## config.mk

```make
export PLATFORM = sky130hd
export DESIGN_NAME = spc_top
export DESIGN_NICKNAME = d
export VERILOG_FILES = /design/src/hw/spc_pkg.sv /design/src/hw/spc_sync.sv /design/src/hw/spc_top.sv
export SDC_FILE = /design/constraint.sdc
export NUM_CORES = 1
export LEC_CHECK = 0
export BUFFER_PORTS_ARGS = -buffer_cell sky130_fd_sc_hd__buf_2
export CAP_MARGIN = 20
export CORE_ASPECT_RATIO = 1.5
export CORE_MARGIN = 3
export CORE_UTILIZATION = 45
export CTS_BUF_LIST = sky130_fd_sc_hd__clkbuf_16
export CTS_CLUSTER_SIZE = 28
export DETAILED_ROUTE_END_ITERATION = 8
export PLACE_DENSITY = 0.77
export RECOVER_POWER = 50
export SLEW_MARGIN = 20
export SYNTH_ARGS = -nofsm -noshare
export SYNTH_HDL_FRONTEND = slang
export SYNTH_SLANG_ARGS = --single-unit
```

## constraint.sdc

```tcl
create_clock -name aclk -period 4.1 [get_ports aclk]
set_clock_uncertainty 0.05 [all_clocks]
set_input_delay 0.82 -clock aclk [delete_from_list [all_inputs] [get_ports aclk]]
set_output_delay 0.82 -clock aclk [all_outputs]
set_load 0.02 [all_outputs]
```

## src/hw/spc_pkg.sv

```systemverilog
// package for the serial port phase and role configuration block
// ---------------------------------------------------------------
// ---------------------------------------------------------------
package spc_pkg;
	// register byte offsets
	localparam logic [7:0] SPC_CTRL_OFF = 8'h00;
	localparam logic [7:0] SPC_DATA_OFF = 8'h04;
	localparam logic [7:0] SPC_STAT_OFF = 8'h08;
	// control field positions
	localparam int SPC_SAMPLE_BIT = 9;
	localparam int SPC_EDGE_BIT = 8;
	localparam int SPC_SSEL_BIT = 7;
	localparam int SPC_POL_BIT = 6;
	localparam int SPC_ROLE_BIT = 5;
	localparam int SPC_FRAME_BIT = 4;
	localparam int SPC_EN_BIT = 0;
	// status field positions
	localparam int SPC_BUSY_BIT = 0;
	localparam int SPC_DONE_BIT = 1;
	// reset values
	localparam logic [9:0] SPC_CTRL_RST = 10'h000;
	localparam logic [7:0] SPC_DATA_RST = 8'h00;
	// controller clock half period in aclk cycles
	localparam int SPC_HALF_DIV = 4;
	// axi responses
	localparam logic [1:0] SPC_RESP_OKAY = 2'h0;
	localparam logic [1:0] SPC_RESP_SLVERR = 2'h2;
	typedef enum logic [1:0] {SPC_IDLE, SPC_SHIFT, SPC_END} spc_state_t;
endpackage

```

## src/hw/spc_sync.sv

```systemverilog
// two flip-flop synchroniser for pin inputs
`timescale 1ns/1ps
module spc_sync #(
	parameter int W = 3
) (
	// clock and reset
	input wire logic aclk,
	input wire logic aresetn,
	// async in, synced out
	input wire logic [W-1:0] d,
	output logic [W-1:0] q
);
	logic [W-1:0] s1_reg;
	logic [W-1:0] s1_next;
	logic [W-1:0] q_next;

	// first stage only feeds second
	always_comb begin
		s1_next = d;
		q_next = s1_reg;
	end

	always_ff @(posedge aclk) begin
		if (!aresetn) begin
			s1_reg <= '0;
			q <= '0;
		end else begin
			s1_reg <= s1_next;
			q <= q_next;
		end
	end
endmodule

```

## src/hw/spc_top.sv

```systemverilog
// phase, polarity, role and select configuration with a small shifter
//
// The address map and the AXI4-Lite slave port were chosen for this implementation.
`timescale 1ns/1ps
module spc_top
	import spc_pkg::*;
#(
	parameter int HALF_DIV = SPC_HALF_DIV
) (
	// clock and reset
	input wire logic aclk,
	input wire logic aresetn,
	// axi4-lite write address
	input wire logic [7:0] s_axi_awaddr,
	input wire logic s_axi_awvalid,
	output logic s_axi_awready,
	// axi4-lite write data
	input wire logic [31:0] s_axi_wdata,
	input wire logic [3:0] s_axi_wstrb,
	input wire logic s_axi_wvalid,
	output logic s_axi_wready,
	// axi4-lite write response
	output logic [1:0] s_axi_bresp,
	output logic s_axi_bvalid,
	input wire logic s_axi_bready,
	// axi4-lite read address
	input wire logic [7:0] s_axi_araddr,
	input wire logic s_axi_arvalid,
	output logic s_axi_arready,
	// axi4-lite read data
	output logic [31:0] s_axi_rdata,
	output logic [1:0] s_axi_rresp,
	output logic s_axi_rvalid,
	input wire logic s_axi_rready,
	// serial clock pin
	input wire logic sck_i,
	output logic sck_o,
	output logic sck_oe,
	// serial data pins
	input wire logic sdi,
	output logic sdo,
	// target select pin, active low
	input wire logic target_select_pin_n,
	// select pin released to port control
	output logic select_pin_port_owned
);
	// ---------------------------------------------------------------
	// registers
	// ---------------------------------------------------------------
	logic [9:0] ctrl_reg, ctrl_next;
	logic [7:0] tx_reg, tx_next, rx_reg, rx_next, sh_reg, sh_next;
	logic done_reg, done_next;
	logic aw_hold_reg, aw_hold_next, w_hold_reg, w_hold_next;
	logic [7:0] awa_reg, awa_next;
	logic [31:0] wd_reg, wd_next;
	logic [3:0] ws_reg, ws_next;
	logic bvalid_next, rvalid_next, awready_next, wready_next, arready_next;
	logic [1:0] bresp_next, rresp_next;
	logic [31:0] rdata_next;
	spc_state_t st_reg, st_next;
	logic [2:0] cnt_reg, cnt_next;
	logic [7:0] div_reg, div_next;
	logic phase_reg, phase_next;
	logic sck_reg, sck_next, sdo_reg, sdo_next, sck_oe_next, port_next;
	logic sck_d_reg;
	logic start_wr;

	// configuration fields
	logic sample_end, edge_sel, ssel_en, pol, role, framed, en;
	assign sample_end = ctrl_reg[SPC_SAMPLE_BIT];
	assign edge_sel = ctrl_reg[SPC_EDGE_BIT];
	assign ssel_en = ctrl_reg[SPC_SSEL_BIT];
	assign pol = ctrl_reg[SPC_POL_BIT];
	assign role = ctrl_reg[SPC_ROLE_BIT];
	assign framed = ctrl_reg[SPC_FRAME_BIT];
	assign en = ctrl_reg[SPC_EN_BIT];

	// ---------------------------------------------------------------
	// pin synchronisers
	// ---------------------------------------------------------------
	logic [2:0] pins_s;
	spc_sync #(.W(3)) u_sync (
		.aclk(aclk),
		.aresetn(aresetn),
		.d({sck_i, sdi, target_select_pin_n}),
		.q(pins_s)
	);
	logic sck_s, sdi_s, sel_n_s;
	assign sck_s = pins_s[2];
	assign sdi_s = pins_s[1];
	assign sel_n_s = pins_s[0];

	// ---------------------------------------------------------------
	// axi4-lite slave
	// ---------------------------------------------------------------
	logic aw_have, w_have, do_wr;
	logic [7:0] wa;
	logic [31:0] wdv;
	logic [3:0] wsv;
	assign aw_have = aw_hold_reg | (s_axi_awvalid & s_axi_awready);
	assign w_have = w_hold_reg | (s_axi_wvalid & s_axi_wready);
	assign do_wr = aw_have & w_have & ~s_axi_bvalid;
	assign wa = aw_hold_reg ? awa_reg : s_axi_awaddr;
	assign wdv = w_hold_reg ? wd_reg : s_axi_wdata;
	assign wsv = w_hold_reg ? ws_reg : s_axi_wstrb;

	// write path; channels taken in either order, response after both
	always_comb begin
		aw_hold_next = aw_hold_reg;
		w_hold_next = w_hold_reg;
		awa_next = awa_reg;
		wd_next = wd_reg;
		ws_next = ws_reg;
		bvalid_next = s_axi_bvalid;
		bresp_next = s_axi_bresp;
		ctrl_next = ctrl_reg;
		tx_next = tx_reg;
		start_wr = 1'b0;
		if (s_axi_awvalid && s_axi_awready) begin
			aw_hold_next = 1'b1;
			awa_next = s_axi_awaddr;
		end
		if (s_axi_wvalid && s_axi_wready) begin
			w_hold_next = 1'b1;
			wd_next = s_axi_wdata;
			ws_next = s_axi_wstrb;
		end
		if (s_axi_bvalid && s_axi_bready) begin
			bvalid_next = 1'b0;
		end
		if (do_wr) begin
			aw_hold_next = 1'b0;
			w_hold_next = 1'b0;
			bvalid_next = 1'b1;
			bresp_next = SPC_RESP_OKAY;
			case (wa)
				SPC_CTRL_OFF: begin
					if (wsv[0]) ctrl_next[7:0] = wdv[7:0];
					if (wsv[1]) ctrl_next[9:8] = wdv[9:8];
				end
				SPC_DATA_OFF: begin
					if (wsv[0]) begin
						tx_next = wdv[7:0];
						start_wr = 1'b1;
					end
				end
				SPC_STAT_OFF: ;
				default: bresp_next = SPC_RESP_SLVERR;
			endcase
		end
		awready_next = ~aw_hold_next & ~bvalid_next;
		wready_next = ~w_hold_next & ~bvalid_next;
	end

	// read path; one read at a time
	always_comb begin
		rvalid_next = s_axi_rvalid;
		rdata_next = s_axi_rdata;
		rresp_next = s_axi_rresp;
		if (s_axi_rvalid && s_axi_rready) begin
			rvalid_next = 1'b0;
		end
		if (s_axi_arvalid && s_axi_arready) begin
			rvalid_next = 1'b1;
			rresp_next = SPC_RESP_OKAY;
			case (s_axi_araddr)
				SPC_CTRL_OFF: rdata_next = {22'h0, ctrl_reg};
				SPC_DATA_OFF: rdata_next = {24'h000000, rx_reg};
				SPC_STAT_OFF: rdata_next = {30'h0, done_reg, st_reg != SPC_IDLE};
				default: begin
					rdata_next = 32'h00000000;
					rresp_next = SPC_RESP_SLVERR;
				end
			endcase
		end
		arready_next = ~rvalid_next;
	end

	// ---------------------------------------------------------------
	// shift engine
	// ---------------------------------------------------------------
	logic tick, lead, trail, sck_rise, sck_fall, lead_t, trail_t, sel_ok, clr_done;
	// divider gives one-cycle enable per controller half period
	assign tick = (div_reg == 8'(HALF_DIV - 1));
	assign sck_rise = sck_s & ~sck_d_reg;
	assign sck_fall = ~sck_s & sck_d_reg;
	// target edges: leading is idle-to-active, trailing the reverse
	assign lead_t = pol ? sck_fall : sck_rise;
	assign trail_t = pol ? sck_rise : sck_fall;
	assign sel_ok = ~ssel_en | framed | ~sel_n_s;
	assign clr_done = s_axi_arvalid & s_axi_arready & (s_axi_araddr == SPC_STAT_OFF);
	// framed mode forces edge select off
	logic edge_eff;
	assign edge_eff = edge_sel & ~framed;

	always_comb begin
		st_next = st_reg;
		cnt_next = cnt_reg;
		div_next = tick ? 8'h00 : div_reg + 8'h01;
		phase_next = phase_reg;
		sh_next = sh_reg;
		rx_next = rx_reg;
		sdo_next = sdo_reg;
		sck_next = sck_reg;
		done_next = done_reg;
		lead = 1'b0;
		trail = 1'b0;
		// done set wins over read clear
		if (clr_done) done_next = 1'b0;
		if (role) begin
			lead = tick & (st_reg == SPC_SHIFT) & ~phase_reg;
			trail = tick & (st_reg == SPC_SHIFT) & phase_reg;
		end else begin
			lead = lead_t & sel_ok;
			trail = trail_t & sel_ok;
		end
		case (st_reg)
			SPC_IDLE: begin
				// controller clock parked at idle level
				sck_next = pol;
				if (start_wr && en) begin
					st_next = SPC_SHIFT;
					cnt_next = 3'h0;
					phase_next = 1'b0;
					sh_next = tx_next;
					div_next = 8'h00;
					// edge 1: first bit must be out before leading edge
					if (edge_eff) sdo_next = tx_next[7];
				end
			end
			SPC_SHIFT: begin
				if (role && tick) begin
					phase_next = ~phase_reg;
					sck_next = phase_reg ? pol : ~pol;
				end
				// shift on the edge opposite the output change; late sampling uses trailing, in controller role only
				if ((role && sample_end) ? trail : (edge_eff ? lead : trail)) begin
					sh_next = {sh_reg[6:0], sdi_s};
					cnt_next = cnt_reg + 3'h1;
					if (cnt_reg == 3'h7) st_next = SPC_END;
				end
				// edge 1: output changes on active-to-idle transition
				if (edge_eff && trail) sdo_next = sh_next[7];
				// edge 0: output changes on idle-to-active transition
				if (!edge_eff && lead) sdo_next = sh_next[7];
			end
			SPC_END: begin
				rx_next = sh_reg;
				done_next = 1'b1;
				st_next = SPC_IDLE;
				sck_next = pol;
			end
			default: st_next = SPC_IDLE;
		endcase
		// only the controller drives the clock pin
		sck_oe_next = role & en;
		// pin returned to port when select unused
		port_next = ~ssel_en | role;
	end

	// ---------------------------------------------------------------
	// state registers
	// ---------------------------------------------------------------
	always_ff @(posedge aclk) begin
		if (!aresetn) begin
			ctrl_reg <= SPC_CTRL_RST;
			tx_reg <= SPC_DATA_RST;
			rx_reg <= SPC_DATA_RST;
			sh_reg <= SPC_DATA_RST;
			done_reg <= 1'b0;
			aw_hold_reg <= 1'b0;
			w_hold_reg <= 1'b0;
			awa_reg <= 8'h00;
			wd_reg <= 32'h00000000;
			ws_reg <= 4'h0;
			s_axi_awready <= 1'b0;
			s_axi_wready <= 1'b0;
			s_axi_bvalid <= 1'b0;
			s_axi_bresp <= 2'h0;
			s_axi_arready <= 1'b0;
			s_axi_rvalid <= 1'b0;
			s_axi_rdata <= 32'h00000000;
			s_axi_rresp <= 2'h0;
			st_reg <= SPC_IDLE;
			cnt_reg <= 3'h0;
			div_reg <= 8'h00;
			phase_reg <= 1'b0;
			sck_reg <= 1'b0;
			sck_d_reg <= 1'b0;
			sdo_reg <= 1'b0;
			sck_oe <= 1'b0;
			select_pin_port_owned <= 1'b1;
		end else begin
			ctrl_reg <= ctrl_next;
			tx_reg <= tx_next;
			rx_reg <= rx_next;
			sh_reg <= sh_next;
			done_reg <= done_next;
			aw_hold_reg <= aw_hold_next;
			w_hold_reg <= w_hold_next;
			awa_reg <= awa_next;
			wd_reg <= wd_next;
			ws_reg <= ws_next;
			s_axi_awready <= awready_next;
			s_axi_wready <= wready_next;
			s_axi_bvalid <= bvalid_next;
			s_axi_bresp <= bresp_next;
			s_axi_arready <= arready_next;
			s_axi_rvalid <= rvalid_next;
			s_axi_rdata <= rdata_next;
			s_axi_rresp <= rresp_next;
			st_reg <= st_next;
			cnt_reg <= cnt_next;
			div_reg <= div_next;
			phase_reg <= phase_next;
			sck_reg <= sck_next;
			sck_d_reg <= sck_s;
			sdo_reg <= sdo_next;
			sck_oe <= sck_oe_next;
			select_pin_port_owned <= port_next;
		end
	end
	assign sck_o = sck_reg;
	assign sdo = sdo_reg;

	// ---------------------------------------------------------------
	// checks
	// ---------------------------------------------------------------
	property p_idle_clk;
		@(posedge aclk) disable iff (!aresetn)
		(st_reg == SPC_IDLE && $past(st_reg) == SPC_IDLE) |-> (sck_o == $past(pol));
	endproperty
	a_idle_clk: assert property (p_idle_clk) else $error("clock not at idle level");

	property p_pol_idle;
		@(posedge aclk) disable iff (!aresetn)
		(st_reg == SPC_IDLE) |=> (sck_o == $past(pol));
	endproperty
	a_pol_idle: assert property (p_pol_idle) else $error("polarity idle wrong");

	property p_role_oe;
		@(posedge aclk) disable iff (!aresetn)
		##1 (sck_oe == ($past(role) & $past(en)));
	endproperty
	a_role_oe: assert property (p_role_oe) else $error("clock drive not by role");

	property p_edge1;
		@(posedge aclk) disable iff (!aresetn)
		(st_reg == SPC_SHIFT && edge_eff && !trail) |=> $stable(sdo);
	endproperty
	a_edge1: assert property (p_edge1) else $error("output moved off trailing edge");

	property p_edge0;
		@(posedge aclk) disable iff (!aresetn)
		(st_reg == SPC_SHIFT && !edge_eff && !lead) |=> $stable(sdo);
	endproperty
	a_edge0: assert property (p_edge0) else $error("output moved off leading edge");

	property p_sel_gate;
		@(posedge aclk) disable iff (!aresetn)
		(!role && ssel_en && !framed && sel_n_s && st_reg == SPC_SHIFT) |=> $stable(cnt_reg);
	endproperty
	a_sel_gate: assert property (p_sel_gate) else $error("target shifted while deselected");

	property p_port_own;
		@(posedge aclk) disable iff (!aresetn)
		(!ssel_en && $stable(ssel_en)) |=> select_pin_port_owned;
	endproperty
	a_port_own: assert property (p_port_own) else $error("select pin not released");

	property p_framed;
		@(posedge aclk) disable iff (!aresetn)
		(st_reg == SPC_SHIFT && framed && !lead) |=> $stable(sdo);
	endproperty
	a_framed: assert property (p_framed) else $error("edge select used in framed mode");
endmodule
```

==> results_dict.tcl <==
set metrics [dict create \
    drc 0 \
    cts_max_path_buffers 2 \
    globalplace.congestion 0.795 \
    drive_gt1_share_pct 14.7 \
    setup-tns-final_ns 0 \
    dpl_worst_slack_ns 0.880 \
    synth_commonest_cells "99 x dfxtp_1, 70 x nand2_1, 33 x a21boi_0" \
    synth_flop_cell "dfxtp_1" \
    clk_pin_slew_worst_paths_ns 0.06 \
    die_x_um 88.2 \
    r2r_cells 7 \
    worst_hold_startpoint "u_sync.q_next[1]$_SDFF_PN0_" \
    fin_ws_ns 1.16 \
    p_per_area_mw_per_mm2 390 \
    htreeDepth 3 \
    async_flop_share_pct 0 \
    postRouteAntennaNets 0 \
    drt_iter0_markers 211 \
    worst_setup_path_end_kind "flop" \
    vias 3442 \
    violations "max-capacitance violations, max-slew violations" \
    start_kind "flop" \
    critical_path_buf_inv_count 0 \
    synth_area_leaders "dfxtp_1 43%, mux2i_1 6.6%, nand2_1 5.8%, a21boi_0 5.4%, buf_4 4.1%" \
    die_y_um 129 \
    crit_type "reg -> reg" \
    yosysMostFrequentCell "dfxtp_1" \
    hold_violations 0 \
    diodes 0 \
    critical-path-top-delay-family "simple AND/OR/NAND/NOR gates" \
    path_cells "mux2i_1 -> nor3b_1 -> and4_1 -> nand3b_1 -> nor2_1 -> o21ai_0 -> o32ai_1" \
    cts.sinks 99 \
    clock_latency_ns 0.34 \
    syn_inst 495 \
    cp_data_arrival_time_ns 3.13 \
    synth_edf_count 0 \
    first_global_vias 3217 \
    rsz0062_at_grt "false" \
    dr.pass1.iters 4 \
    finalCritPeriodShare_pct 71.6 \
    grt_util_all_layers_pct 16.9 \
    worstMarginPinSlew_ns 1.88 \
    wire_per_inst_um 14.4 \
    core-area_mm2 0.00980 \
    yosys_register_bits 99 \
    r2r-end "sdo$_SDFFE_PN0P_" \
    p_total_mw 1.97 \
    hpwlAfterDp_um 6860 \
    post-cts-setup-buffer-count 0 \
    cts_made_buffers 9 \
    p_leak_nw 1.95 \
    startpoint "w_hold_reg$_SDFF_PN0_" \
    synth_top_area_share_pct 43.5 \
    avgViaCountPerCell 5.22 \
    grt_max_degree 51 \
    slew_violations 50 \
    grt_pass1_wl_um 15000 \
    grt_overflow 0 \
    max_stage_delay_ns 0.77 \
    yosysTopAreaCell "dfxtp_1" \
    hold_path.class "reg -> reg" \
    antenna_found_initial 0 \
    reg2reg_slack_ns 1.16 \
    io_pins 107 \
    yosysSeqAreaShare_pct 43.5 \
    syn_area_per_cell_um2 9.21 \
    reg2reg_from "w_hold_reg$_SDFF_PN0_" \
    cts_tree "done" \
    dieArea_mm2 0.0114 \
    critPathMaxFanout 15 \
    setup_viol 0 \
    maxCapViolations 1 \
    root_buffer "clkbuf_16" \
    hold_depth 1 \
    slew_headroom_pct -25.6 \
    synthToLayoutAreaGrowth_pct 11.0 \
    vdd_drop_max_uv 213 \
    n_fill_cell 913 \
    cts_resized 0 \
    hold_end "u_sync.q[1]$_SDFF_PN0_" \
    fmax_ghz 0.341 \
    start_util_pct 46.5 \
    min_period_ns 2.94 \
    synthesis.area_mm2 0.00456 \
    synth_warnings 0 \
    worst_path_max_delay_cell "dfxtp_1" \
    port_buffers 58 \
    fin_nets 604 \
    status "finished with violations" \
    placementRows 44 \
    critical_path_required_ns 4.30 \
    hold_buffers 0 \
    wirelength_um 9510 \
    ys_types 53 \
]
## layout make-up
| class | instances | area, um2 | share of cell area (%) |
|---|---|---|---|
| clock buffers | 9 | 225 | 4.45 |
| clock inverters | 7 | 61.3 | 1.21 |
| inverters | 4 | 15.0 | 0.297 |
| multi-input cells | 364 | 2340 | 46.2 |
| flip-flops and latches | 99 | 1980 | 39.1 |
| well taps | 115 | 144 | 2.84 |
| repair buffers | 61 | 299 | 5.91 |
## report_power, final
group | internal (mW) | switching (mW)
sequential | 0.985 | 0.0223
clock | 0.465 | 0.349
combinational | 0.0597 | 0.0932
## layer usage
layer  global-route usage (%)  part of all wire (%)
met4                     7.56                   2.2
met3                     3.69                   3.7
met5                        0                     0
met2                     30.5                    53
met1                     18.6                    41
## layout by cell type (no fill, tap or decap), types with 2 or more instances in the layout
cell type,netlist,layout
inv_1,4,6
and2_0,1,4
clkbuf_1,16,21
mux2_2,11,11
xor2_1,6,6
ha_1,3,3
and2b_1,2,2
dfxtp_1,99,99
nand2_1,70,70
nor2b_1,24,24
o221a_2,2,2
buf_2,3,37
xnor2_1,2,2
a22oi_1,5,5
nor4_1,2,2
nand3_1,17,17
nand2b_1,11,11
a21o_1,2,2
buf_4,25,2
nand3b_1,3,3
or3_1,3,3
a21oi_1,6,6
nor2_1,27,27
nor3_1,5,5
conb_1,1,24
a21boi_0,33,33
mux2i_1,30,30
clkinvlp_4,0,2
and2_1,15,12
o22ai_1,2,2
clkbuf_16,0,9
a211oi_2,7,7
a21oi_4,2,2
nor3b_1,3,3
and3_1,7,7
o211a_1,4,4
or4_1,4,4
o21ai_0,17,17
## worst max-delay path by stage
stage / end / slack [ns] / cells after the start
6_report: sdo$_SDFFE_PN0P_ / 1.16 / 7
5_1_grt: sdo$_SDFFE_PN0P_ / 1.00 / 7
4_1_cts: sh_reg[0]$_SDFFE_PN0P_ / 1.18 / 7
3_5_place_dp: sh_reg[4]$_SDFFE_PN0P_ / 0.88 / 8
3_3_place_gp: sh_reg[2]$_SDFFE_PN0P_ / 0.88 / 8
2_1_floorplan: sh_reg[0]$_SDFFE_PN0P_ / 1.47 / 10
## through the flow
stage          instances  area, um2  utilization [%]  hold WS [ns]
3_3_place_gp         643       4800             49.0         0.364
3_5_place_dp         643       4800             49.0         0.373
5_1_grt              659       5060             51.7         0.406
2_1_floorplan        518       4650                -         0.354
4_1_cts              659       5090             51.9         0.388
6_report             659       5060             51.7         0.386
## cells by family (layout without fill, tap and decap cells)
kind of cell	after synthesis	count (layout)	synth area share, %
buffers and inverters	55	81	7.19
AND/OR/NAND/NOR	200	200	22.5
other	1	24	0.0822
AO/OA/AOI/OAI	88	88	15.1
multiplexers	41	41	9.30
XOR/XNOR	8	8	1.54
flip-flops	99	99	43.5
adder cells (fa/ha/maj)	3	3	0.823
Note: power is estimated with default switching activity, not from simulation.
